[src/logic/e1f_regs.vh]
// Purpose: Constants of the E1 framer timing and signaling block.
// Assumes: Included by the framer top and the self-checking bench.
// Notes: Register offsets are byte addresses on the APB slave.
`ifndef E1F_REGS_VH
`define E1F_REGS_VH

// ----------------------------------------------------------------------
// Register offsets
// ----------------------------------------------------------------------
`define E1F_OFS_CTRL 8'h00
`define E1F_OFS_XBITS 8'h04
`define E1F_OFS_IDLE0 8'h08
`define E1F_OFS_IDLE1 8'h0c
`define E1F_OFS_IDLE2 8'h10
`define E1F_OFS_IDLE3 8'h14
`define E1F_OFS_STATUS 8'h18

// ----------------------------------------------------------------------
// Field positions and reset values
// ----------------------------------------------------------------------
`define E1F_CTRL_HDB3 0
`define E1F_CTRL_XSRC 2
`define E1F_CTRL_CCS 5
`define E1F_CTRL_PARITY 6
`define E1F_XB_X3 0
`define E1F_XB_X2 1
`define E1F_XB_ALARM 2
`define E1F_XB_X1 3
`define E1F_CTRL_RST 8'h00
`define E1F_XBITS_RST 8'h00
`define E1F_IDLE_RST 8'h00

// ----------------------------------------------------------------------
// Frame layout and timing
// ----------------------------------------------------------------------
`define E1F_IDLE_CODE 8'hd5
`define E1F_FAS 7'h1b
`define E1F_SLOT_FRAMING 5'h00
`define E1F_SLOT_SIGNAL 5'h10
`define E1F_POS_LAST 8'hff
`define E1F_POS_FAS_END 8'h07
`define E1F_POS_MFAS_END 8'h83
`define E1F_POS_SIG_END 8'h87
`define E1F_FRAME_FIRST 4'h0
`define E1F_FRAME_LAST 4'hf
`define E1F_TX_LAT 5
`define E1F_RX_LAT 6
`define E1F_RX_DEC_LEN 4

`endif

[src/logic/e1f_bit_delay.v]
// Purpose: Fixed delay of a serial bit stream in line-clock steps.
// Assumes: adv pulses once per line-clock period.
// Notes: The delay is exactly DEPTH advances.
`timescale 1ns/1ps
`default_nettype none

module e1f_bit_delay #(
  parameter DEPTH = 2
) (
  // Clock and reset.
  input wire clk,
  input wire rst_n,
  // Stream.
  input wire adv,
  input wire din,
  output wire dout
);

  reg [DEPTH-1:0] stage_r;

  // Each stage moves one place per line-clock step.
  genvar i;
  generate
    for (i = 0; i < DEPTH; i = i + 1) begin : g_stage
      always @(posedge clk or negedge rst_n) begin
        if (!rst_n) begin
          stage_r[i] <= 1'b0;
        end else if (adv) begin
          if (i == 0) begin
            stage_r[i] <= din;
          end else begin
            stage_r[i] <= stage_r[i-1];
          end
        end
      end
    end
  endgenerate

  assign dout = stage_r[DEPTH-1];

endmodule // e1f_bit_delay

`default_nettype wire

[src/logic/e1f_framer.v]
// Purpose: E1 framer transmit timing, idle insertion and receive signaling.
// Assumes: Line clocks are far slower than clk and sampled by it.
// Notes: Transmit line code is AMI; receive accepts HDB3 or AMI.
// Functional notes
// - In CAS, frame 0 slot 16 carries alignment pattern, extra bits, alarm.
// - CAS with internal source takes extra bits from register bits 0,1,3.
// - CAS with external source samples extra_bit_in at extra-bit positions.
// - CCS mode passes every slot 16 bit from tx_serial_in.
// - Four 8-bit idle masks, slot 0 at bit 0, slot 31 last.
// - A set mask bit replaces that slot with the idle byte.
// - Mask bits for slots 0 and 16 are ignored.
// - Multiframe sync rise sets multiframe alignment, shown on align output.
// - Frame sync rise sets frame position, shown on align frame output.
// - With sync inputs low the transmit side free-runs and still reports.
// - Align frame output marks even or odd frames per parity select.
// - Multiframe output follows sync rise; frame output on boundaries.
// - Transmit latency is five line-clock periods.
// - Receive passes slot 16 unchanged and extracts it serially.
// - Signaling valid in slot k-1 and k+16 of frame k.
// - Signaling bits A to D sit in bit positions 5 to 8.
// - No valid signaling during slots 0 and 16.
// - Receive data reaches rx_serial_out six periods later, decoded only.
// - CAS multiframe may start on any frame; CRC4 on an align frame.
// - Receive syncs rise one period early; multiframe syncs fall with it.
// - Frame 0 slot 16 bit 6 carries the distant multiframe alarm.
//
// Design decisions made here: the APB interface to the registers and the register addresses.
`timescale 1ns/1ps
`default_nettype none
`include "e1f_regs.vh"

module e1f_framer (
  // Clock and reset.
  input wire clk,
  input wire rst_n,
  // APB register port.
  input wire [7:0] paddr,
  input wire psel,
  input wire penable,
  input wire pwrite,
  input wire [31:0] pwdata,
  output reg [31:0] prdata,
  output reg pready,
  output reg pslverr,
  // Transmit system and line side.
  input wire tx_line_clock,
  input wire tx_serial_in,
  input wire extra_bit_in,
  input wire tx_frame_sync_in,
  input wire tx_multiframe_sync_in,
  output reg line_out_pos,
  output reg line_out_neg,
  output reg tx_multiframe_align_out,
  output reg tx_align_frame_out,
  // Receive line and system side.
  input wire rx_line_clock,
  input wire line_in_pos,
  input wire line_in_neg,
  output reg rx_serial_out,
  output reg rx_signaling_out,
  output reg rx_frame_sync_out,
  output reg rx_multiframe_sync_out,
  output reg rx_crc_multiframe_sync_out,
  output reg rx_align_frame_out
);

  // ----------------------------------------------------------------------
  // Helpers
  // ----------------------------------------------------------------------

  // Timeslot number of a bit position within the frame.
  function [4:0] slot_of;
    input [7:0] pos;
    begin
      slot_of = pos[7:3];
    end
  endfunction

  // ----------------------------------------------------------------------
  // Input synchronisation and line-clock edges
  // ----------------------------------------------------------------------
  wire [8:0] pin_s;
  reg tx_clk_d_r;
  reg rx_clk_d_r;
  wire tx_adv;
  wire rx_adv;

  e1f_sync2 #(
    .WIDTH(9)
  ) u_sync (
    .clk(clk),
    .rst_n(rst_n),
    .din({tx_line_clock, tx_serial_in, extra_bit_in, tx_frame_sync_in,
          tx_multiframe_sync_in, rx_line_clock, line_in_pos, line_in_neg,
          1'b0}),
    .dout(pin_s)
  );

  wire tx_clk_s = pin_s[8];
  wire ti_ser = pin_s[7];
  wire ti_xb = pin_s[6];
  wire ti_fs = pin_s[5];
  wire ti_ms = pin_s[4];
  wire rx_clk_s = pin_s[3];
  wire ri_pos = pin_s[2];
  wire ri_neg = pin_s[1];

  // Previous level of each line clock, for rising-edge detection.
  always @(posedge clk or negedge rst_n) begin
    if (!rst_n) begin
      tx_clk_d_r <= 1'b0;
      rx_clk_d_r <= 1'b0;
    end else begin
      tx_clk_d_r <= tx_clk_s;
      rx_clk_d_r <= rx_clk_s;
    end
  end

  assign tx_adv = tx_clk_s & ~tx_clk_d_r;
  assign rx_adv = rx_clk_s & ~rx_clk_d_r;

  // ----------------------------------------------------------------------
  // APB registers
  // ----------------------------------------------------------------------
  reg [7:0] ctrl_r;
  reg [7:0] xbits_r;
  reg [31:0] idle_r;
  reg [3:0] tx_fr_r;
  reg [3:0] rx_fr_r;
  reg rx_lock_r;
  reg [31:0] rd_nxt;
  reg hit_nxt;
  wire apb_setup = psel & ~penable;
  wire apb_wr = psel & penable & pready & pwrite & ~pslverr;

  // Read mux and address decode; reserved bits read as zero.
  always @* begin
    rd_nxt = 32'h0000_0000;
    hit_nxt = 1'b1;
    case (paddr)
      `E1F_OFS_CTRL: rd_nxt = {24'h00_0000, ctrl_r};
      `E1F_OFS_XBITS: rd_nxt = {28'h000_0000, xbits_r[3:0]};
      `E1F_OFS_IDLE0: rd_nxt = {24'h00_0000, idle_r[7:0]};
      `E1F_OFS_IDLE1: rd_nxt = {24'h00_0000, idle_r[15:8]};
      `E1F_OFS_IDLE2: rd_nxt = {24'h00_0000, idle_r[23:16]};
      `E1F_OFS_IDLE3: rd_nxt = {24'h00_0000, idle_r[31:24]};
      `E1F_OFS_STATUS: rd_nxt = {23'h00_0000, rx_lock_r, rx_fr_r, tx_fr_r};
      default: hit_nxt = 1'b0;
    endcase
  end

  // Zero-wait slave: answer is ready in the access phase.
  always @(posedge clk or negedge rst_n) begin
    if (!rst_n) begin
      pready <= 1'b0;
      pslverr <= 1'b0;
      prdata <= 32'h0000_0000;
    end else begin
      pready <= apb_setup;
      pslverr <= apb_setup & ~hit_nxt;
      if (apb_setup) begin
        prdata <= pwrite ? 32'h0000_0000 : rd_nxt;
      end
    end
  end

  // Register writes; reserved extra-bit positions are expected zero.
  always @(posedge clk or negedge rst_n) begin
    if (!rst_n) begin
      ctrl_r <= `E1F_CTRL_RST;
      xbits_r <= `E1F_XBITS_RST;
      idle_r <= {4{`E1F_IDLE_RST}};
    end else if (apb_wr) begin
      case (paddr)
        `E1F_OFS_CTRL: ctrl_r <= pwdata[7:0];
        `E1F_OFS_XBITS: xbits_r <= pwdata[7:0];
        `E1F_OFS_IDLE0: idle_r[7:0] <= pwdata[7:0];
        `E1F_OFS_IDLE1: idle_r[15:8] <= pwdata[7:0];
        `E1F_OFS_IDLE2: idle_r[23:16] <= pwdata[7:0];
        `E1F_OFS_IDLE3: idle_r[31:24] <= pwdata[7:0];
        default: ctrl_r <= ctrl_r;
      endcase
    end
  end

  wire hdb3_en = ctrl_r[`E1F_CTRL_HDB3];
  wire xsrc_int = ctrl_r[`E1F_CTRL_XSRC];
  wire ccs_mode = ctrl_r[`E1F_CTRL_CCS];
  wire odd_align = ctrl_r[`E1F_CTRL_PARITY];

  // ----------------------------------------------------------------------
  // Transmit timing and slot insertion
  // ----------------------------------------------------------------------
  reg [7:0] tx_pos_r;
  reg fs_d_r;
  reg ms_d_r;
  reg tx_bit_r;
  reg tx_bit_nxt;
  reg [7:0] tx_pos_nxt;
  reg [3:0] tx_fr_nxt;
  reg ami_pol_r;
  wire tx_dly;
  wire [4:0] tx_slot = slot_of(tx_pos_r);
  wire [2:0] tx_b = tx_pos_r[2:0];
  wire fs_rise = ti_fs & ~fs_d_r;
  wire ms_rise = ti_ms & ~ms_d_r;
  wire [7:0] idle_code = `E1F_IDLE_CODE;

  // Bit value after signaling and idle insertion, still NRZ.
  always @* begin
    tx_bit_nxt = ti_ser;
    if (tx_slot == `E1F_SLOT_SIGNAL && tx_fr_r == `E1F_FRAME_FIRST &&
        !ccs_mode) begin
      case (tx_b)
        3'h4: tx_bit_nxt = xsrc_int ? xbits_r[`E1F_XB_X1] : ti_xb;
        3'h5: tx_bit_nxt = xbits_r[`E1F_XB_ALARM];
        3'h6: tx_bit_nxt = xsrc_int ? xbits_r[`E1F_XB_X2] : ti_xb;
        3'h7: tx_bit_nxt = xsrc_int ? xbits_r[`E1F_XB_X3] : ti_xb;
        default: tx_bit_nxt = 1'b0;
      endcase
    end else if (tx_slot != `E1F_SLOT_FRAMING &&
                 tx_slot != `E1F_SLOT_SIGNAL && idle_r[tx_slot]) begin
      tx_bit_nxt = idle_code[~tx_b];
    end
  end

  // Next bit and frame position; a sync rise marks the last bit.
  always @* begin
    tx_pos_nxt = tx_pos_r + 8'h01;
    tx_fr_nxt = tx_fr_r;
    if (ms_rise || fs_rise) begin
      tx_pos_nxt = 8'h00;
    end
    if (ms_rise) begin
      tx_fr_nxt = `E1F_FRAME_FIRST;
    end else if (tx_pos_nxt == 8'h00) begin
      tx_fr_nxt = tx_fr_r + 4'h1;
    end
  end

  // Transmit state advances once per line-clock period.
  always @(posedge clk or negedge rst_n) begin
    if (!rst_n) begin
      tx_pos_r <= 8'h00;
      tx_fr_r <= 4'h0;
      fs_d_r <= 1'b0;
      ms_d_r <= 1'b0;
      tx_bit_r <= 1'b0;
      tx_multiframe_align_out <= 1'b0;
      tx_align_frame_out <= 1'b0;
    end else if (tx_adv) begin
      fs_d_r <= ti_fs;
      ms_d_r <= ti_ms;
      tx_bit_r <= tx_bit_nxt;
      tx_pos_r <= tx_pos_nxt;
      tx_fr_r <= tx_fr_nxt;
      tx_multiframe_align_out <= (tx_fr_nxt == `E1F_FRAME_FIRST);
      tx_align_frame_out <= (tx_fr_nxt[0] == odd_align);
    end
  end

  // Pipeline that brings the total transmit latency to five periods.
  e1f_bit_delay #(
    .DEPTH(`E1F_TX_LAT - 1)
  ) u_tx_delay (
    .clk(clk),
    .rst_n(rst_n),
    .adv(tx_adv),
    .din(tx_bit_r),
    .dout(tx_dly)
  );

  // AMI line encoder: marks alternate between the two line outputs.
  always @(posedge clk or negedge rst_n) begin
    if (!rst_n) begin
      line_out_pos <= 1'b0;
      line_out_neg <= 1'b0;
      ami_pol_r <= 1'b0;
    end else if (tx_adv) begin
      line_out_pos <= tx_dly & ~ami_pol_r;
      line_out_neg <= tx_dly & ami_pol_r;
      if (tx_dly) begin
        ami_pol_r <= ~ami_pol_r;
      end
    end
  end

  // ----------------------------------------------------------------------
  // Receive decoding and delay
  // ----------------------------------------------------------------------
  reg [`E1F_RX_DEC_LEN-1:0] dec_r;
  reg last_pol_r;
  wire rx_mark = ri_pos | ri_neg;
  wire rx_viol = hdb3_en & ri_pos & (ri_pos == last_pol_r) |
                 hdb3_en & ri_neg & (ri_pos == last_pol_r);
  wire rx_mid;

  // HDB3 decode: a violation clears itself and the filler three bits back.
  always @(posedge clk or negedge rst_n) begin
    if (!rst_n) begin
      dec_r <= {`E1F_RX_DEC_LEN{1'b0}};
      last_pol_r <= 1'b0;
    end else if (rx_adv) begin
      dec_r <= {dec_r[2] & ~rx_viol, dec_r[1:0], rx_mark & ~rx_viol};
      if (rx_mark) begin
        last_pol_r <= ri_pos;
      end
    end
  end

  e1f_bit_delay #(
    .DEPTH(`E1F_RX_LAT - `E1F_RX_DEC_LEN)
  ) u_rx_delay (
    .clk(clk),
    .rst_n(rst_n),
    .adv(rx_adv),
    .din(dec_r[`E1F_RX_DEC_LEN-1]),
    .dout(rx_mid)
  );

  // ----------------------------------------------------------------------
  // Receive framing and signaling extraction
  // ----------------------------------------------------------------------
  reg [7:0] rx_pos_r;
  reg [7:0] hist_r;
  reg rx_align_r;
  reg crc_off_r;
  reg [7:0] sig_r;
  reg [7:0] rp;
  reg [3:0] rfr;
  reg ralign;
  reg rlock;
  reg rcrc_off;
  reg [3:0] nib;
  reg sd_nxt;
  wire [7:0] hist_nxt = {hist_r[6:0], rx_mid};
  wire fas_hit = (hist_nxt[6:0] == `E1F_FAS);
  wire [4:0] rs = slot_of(rp);
  wire [3:0] rfr_prev = rfr - 4'h1;
  wire [3:0] crc_fr = rfr - {3'h0, rcrc_off};

  // Position, frame and lock of the bit now leaving on rx_serial_out.
  always @* begin
    rp = rx_pos_r + 8'h01;
    rfr = rx_fr_r;
    ralign = rx_align_r;
    rlock = rx_lock_r;
    rcrc_off = crc_off_r;
    if (!rx_lock_r && fas_hit) begin
      rp = `E1F_POS_FAS_END;
      ralign = 1'b1;
      rlock = 1'b1;
    end else if (rp == 8'h00) begin
      rfr = rx_fr_r + 4'h1;
      ralign = ~rx_align_r;
    end else if (rx_lock_r && rp == `E1F_POS_FAS_END && rx_align_r &&
                 !fas_hit) begin
      rlock = 1'b0;
    end else if (rx_lock_r && rp == `E1F_POS_MFAS_END &&
                 hist_nxt[3:0] == 4'h0) begin
      rfr = `E1F_FRAME_FIRST;
      rcrc_off = ~rx_align_r;
    end
  end

  // Serial signaling: bits A..D in positions 5..8 of designated slots.
  always @* begin
    nib = 4'h0;
    sd_nxt = 1'b0;
    if (rs[4] == 1'b0 && rs[3:0] == rfr_prev && rs != 5'h00) begin
      nib = sig_r[7:4];
    end else if (rs[4] == 1'b1 && rs[3:0] == rfr && rs != 5'h10) begin
      nib = sig_r[3:0];
    end
    if ((rs != `E1F_SLOT_FRAMING) && (rs != `E1F_SLOT_SIGNAL) &&
        rp[2]) begin
      sd_nxt = nib[~rp[1:0]];
    end
  end

  // Receive state and outputs advance once per receive line period.
  always @(posedge clk or negedge rst_n) begin
    if (!rst_n) begin
      rx_pos_r <= 8'h00;
      rx_fr_r <= 4'h0;
      rx_lock_r <= 1'b0;
      rx_align_r <= 1'b0;
      crc_off_r <= 1'b0;
      hist_r <= 8'h00;
      sig_r <= 8'h00;
      rx_serial_out <= 1'b0;
      rx_signaling_out <= 1'b0;
      rx_frame_sync_out <= 1'b0;
      rx_multiframe_sync_out <= 1'b0;
      rx_crc_multiframe_sync_out <= 1'b0;
      rx_align_frame_out <= 1'b0;
    end else if (rx_adv) begin
      rx_pos_r <= rp;
      rx_fr_r <= rfr;
      rx_lock_r <= rlock;
      rx_align_r <= ralign;
      crc_off_r <= rcrc_off;
      hist_r <= hist_nxt;
      if (rp == `E1F_POS_SIG_END) begin
        sig_r <= hist_nxt;
      end
      rx_serial_out <= rx_mid;
      rx_signaling_out <= sd_nxt;
      rx_frame_sync_out <= (rp == `E1F_POS_LAST);
      rx_multiframe_sync_out <= (rp == `E1F_POS_LAST) &&
                                (rfr == `E1F_FRAME_LAST);
      rx_crc_multiframe_sync_out <= (rp == `E1F_POS_LAST) &&
                                    (crc_fr == `E1F_FRAME_LAST);
      rx_align_frame_out <= ralign;
    end
  end

endmodule // e1f_framer

`default_nettype wire

[src/logic/e1f_sync2.v]
// Purpose: Two-flop synchroniser for a group of level inputs.
// Assumes: Inputs are asynchronous to clk.
// Notes: Only the second stage is seen by other logic.
`timescale 1ns/1ps
`default_nettype none

module e1f_sync2 #(
  parameter WIDTH = 1
) (
  // Clock and reset.
  input wire clk,
  input wire rst_n,
  // Data.
  input wire [WIDTH-1:0] din,
  output reg [WIDTH-1:0] dout
);

  reg [WIDTH-1:0] meta_r;

  // First stage feeds only the second stage.
  always @(posedge clk or negedge rst_n) begin
    if (!rst_n) begin
      meta_r <= {WIDTH{1'b0}};
      dout <= {WIDTH{1'b0}};
    end else begin
      meta_r <= din;
      dout <= meta_r;
    end
  end

endmodule // e1f_sync2

`default_nettype wire

[config.mk]
export PLATFORM = sky130hd
export DESIGN_NAME = e1f_framer
export DESIGN_NICKNAME = d
export VERILOG_FILES = /design/src/logic/e1f_bit_delay.v /design/src/logic/e1f_framer.v /design/src/logic/e1f_sync2.v
export VERILOG_INCLUDE_DIRS = /design/src /design/src/logic
export SDC_FILE = /design/constraint.sdc
export NUM_CORES = 1
export LEC_CHECK = 0
export ABC_AREA = 1
export BUFFER_PORTS_ARGS = -buffer_cell sky130_fd_sc_hd__buf_2
export CAP_MARGIN = 25
export CORE_MARGIN = 5
export CORE_UTILIZATION = 60
export DETAILED_ROUTE_END_ITERATION = 16
export GPL_TIMING_DRIVEN = 0
export MAX_ROUTING_LAYER = met4
export PLACE_DENSITY_LB_ADDON = 0.12
export RECOVER_POWER = 100
export SYNTH_ARGS = -nofsm -noshare
export SYNTH_HDL_FRONTEND = slang
export SYNTH_SLANG_ARGS = --single-unit
[constraint.sdc]
create_clock -name clk -period 8.5 [get_ports clk]
set_input_delay 1.7 -clock clk [delete_from_list [all_inputs] [get_ports clk]]
set_output_delay 1.7 -clock clk [all_outputs]
set_load 0.05 [all_outputs]
==> flow_summary.yaml <==
timing:
  hold_slack_ns: 0.3457
  fin_skew_ns: 0.01100
  rsz0062_at_grt: "no"
  worst_slew_margin_rel: -1.364
  clock.fmax_ghz: 0.2229
  tns_ns: 0
  worst_slew_pin_slew_ns: 3.546
  finalMaxSlewViolations: 75
  finalHoldViolCount: 0
  setup_violations: 0
  worst_slack_ns: 4.014
  min_period_over_period: 0.5278
  min_period_ns: 4.486
power_and_ir_drop:
  swShare: 0.3041
  ir_drop_v: 0.0001692
  clockPowerShare: 0.410
  p_leak_nw: 3.931
  power_density_mw_per_mm2: 240.6
  power.total_mw: 1.971
  combPwrFrac: 0.198
  switchingPower_mw: 0.5992
  intPower_mw: 1.371
  seqPwrFrac: 0.392
setup_path:
  ff2ff_setup_slack_ns: 4.84
  cp_top_family: "buffers and inverters"
  crit_type: "in2async"
  crit_slowest_cell: "clkbuf_1"
  critical_path_buf_inv_count: 1
  max_stage_delay_ns: 2.45
  crit_fanout: 66
  ff2ff_path_depth: 18
  cp-endpoint: "tx_bit_r"
  worstPathCellList: "clkbuf_1"
  r2r-end: "rx_signaling_out"
  worst_ep_arrival_time_ns: 4.20
  endpoint_kind: "async pin"
  required_ns: 8.21
  r2r-start: "rx_pos_r[1]"
  startpoint: "rst_n"
  worstSetupPathDepth: 1
  start_kind: "input port"
clocking:
  cts_resized: 0
  cts_buffers: 17
  root_buffer: "clkbuf_16"
  post_cts_buffers: 0
  cts.sinks: 138
  clock_path_buffers: 2
  cts_tree: "done"
  clk_latency_ns: 0.42
  clk_pin_slew_ns: 0.06
  cts_htree_levels: 4
  cts_hold_buffers: 0
layout:
  areaGrowthSynthToFinish_pct: 14.82
  layout.nets: 1041
  antenna_cells: 0
  drive_above_1_share: 0.09858
  final_cells: 1127
min_path:
  hold_depth: 0
  hp-class: "reg2reg"
logic_synthesis:
  yosys_warnings: 0
  seq_area_frac_synth: 0.4841
  synthArstFlopShare: 1.000
  synth_ff_type: "dfrtp_1"
  synth_cells: 882
  synthesis.area_per_instance_um2: 8.087
  synthDistinctLibCells: 46
  syn-cell-area_mm2: 0.007133
  ys_seq_elements: 138
  synth_edf_count: 0
grt:
  overflow: 0
  track_usage: 0.2802
  grt_pass1_vias: 6261
  grt_max_degree: 74
  antenna_found_initial: 0
  grt_pass1_wl_um: 30900
placed_design:
  place_hpwl_um: 12990
  io_buffer_count: 49
  place_ws_ns: 4.643
  place_congestion: 0.9940
  dp.cells: 1097
detailed_routing:
  vias: 6277
  drt_pass1_iterations: 5
  drc: 0
  ant_nets: 0
  drt_iter0_drc: 594
  wire_per_inst_um: 16.37
  routed_wl_um: 18450
  via_per_inst: 5.570
die:
  die_area_mm2: 0.01417
  core_area_mm2: 0.01152
  die_w_um: 119.0
  io_pins: 97
  die_y_um: 119.0
  initial_core_util: 0.6194
  std_cell_rows: 39
outcome:
  outcome: "finished, violations left"
  failed_checks: "capacitance limit, slew limit"
job:
  maxCapViolCount: 2
[worst reg2reg max path: stages (launching register included)]
cell,delay [ns]
dfrtp_1,0.47
ha_1,0.25
xnor2_1,0.31
nand3_2,0.17
nor2_4,0.17
nand3_1,0.20
nand2_1,0.18
nand2_2,0.07
a21oi_1,0.53
ha_1,0.37
nand2_1,0.08
nand2_1,0.05
nor3_1,0.18
nand2_1,0.08
nor2_1,0.15
nand4_1,0.10
nand3_1,0.08
nand3_1,0.08
nand2_1,0.06
[flip-flops by register name, indices dropped and copies added (netlist names), 7 cells and up]
| register | cells |
|---|---|
| idle_r | 32 |
| sig_r | 8 |
| hist_r | 7 |
| ctrl_r | 8 |
| rx_pos_r | 8 |
| prdata | 9 |
| tx_pos_r | 8 |
| u_sync.dout | 8 |
| u_sync.meta_r | 8 |
[stage by stage]
stage	area [um2]	util
4_1_cts	8315	0.7221
3_5_place_dp	7674	0.6663
2_1_floorplan	7216	-
3_3_place_gp	7640	0.6634
5_1_grt	8190	0.7112
6_report	8190	0.7112
[cell usage after synthesis (7+ instances only)]
cell | instances | area (um2)
buf_4 | 23 | 172.7
a21oi_1 | 22 | 110.1
nor3_1 | 14 | 70.07
clkbuf_1 | 19 | 71.32
dfrtp_1 | 138 | 3453
nand3_1 | 38 | 190.2
o22ai_1 | 8 | 50.05
o21ai_0 | 121 | 605.6
nand2_1 | 234 | 878.3
ha_1 | 15 | 187.7
inv_1 | 97 | 364.1
nand2_2 | 10 | 62.56
nor2_1 | 53 | 198.9
nand4_1 | 9 | 56.30
o211ai_1 | 8 | 60.06
o21ai_1 | 7 | 35.03
[power groups by stage]
stage                     Sequential (mW)  Combinational (mW)  Clock, mW
final                               0.773               0.390      0.808
after global placement              0.780               0.387          0
after floorplan                     0.803               0.269          0
after global routing                0.781               0.436      0.849
after detailed placement            0.782               0.396          0
after CTS                           0.772               0.405      0.817
[cell usage in the layout (no fill, tap or decap), types with 4 or more instances in the layout]
cell type  count
nand2_1      239
dfrtp_1      138
o21ai_0      126
inv_1         97
nor2_1        57
clkbuf_1      48
nand3_1       42
buf_2         26
a21oi_1       23
buf_4         23
conb_1        23
clkbuf_16     17
ha_1          15
nor3_1        14
nand4_1        9
o22ai_1        8
o211ai_1       8
nor4_1         6
xnor2_1        5
nand2_2        5
bufinv_16      5
inv_2          4
xor2_1         4
clkbuf_8       4
[routing by layer]
layer | up-vias | GRT usage | routed length, um
met5 | - | - | 0
met4 | 0 | 0.1159 | 575
met3 | 55 | 0.06066 | 1170
met2 | 241 | 0.4500 | 9058
met1 | 2955 | 0.3457 | 7644
li1 | 3026 | - | -
[how the worst min path moves through the flow]
| stage | from | end | slack, ns |
|---|---|---|---|
| 2_1_floorplan | u_sync.meta_r[1] | u_sync.dout[1] | 0.33 |
| 3_3_place_gp | u_sync.meta_r[4] | u_sync.dout[4] | 0.33 |
| 3_5_place_dp | u_sync.meta_r[1] | u_sync.dout[1] | 0.33 |
| 4_1_cts | u_sync.meta_r[1] | u_sync.dout[1] | 0.35 |
| 5_1_grt | u_sync.meta_r[3] | u_sync.dout[3] | 0.35 |
| 6_report | u_sync.meta_r[1] | u_sync.dout[1] | 0.35 |
[final cells by class]
cell class	count	area [um2]
repair buffers	50	242.7
well taps	143	178.9
inverters	103	386.6
clock inverters	7	163.9
flip-flops and latches	138	3453
plain buffers	46	270.3
fillers	943	3326
clock buffers	23	478.0
multi-input cells	617	3017
[cells by family (layout without fill, tap and decap cells)]
logic type | Yosys count | after routing | synth area share
simple gates | 382 | 382 | 0.2357
compound gates | 185 | 185 | 0.1447
buf+inv | 149 | 229 | 0.09332
flops | 138 | 138 | 0.4841
fa+ha+maj | 15 | 15 | 0.02631
xor+xnor | 9 | 9 | 0.01105
mux | 3 | 3 | 0.004210
other cells | 1 | 23 | 0.0005257
No activity file was read; power rests on OpenSTA's default activity.
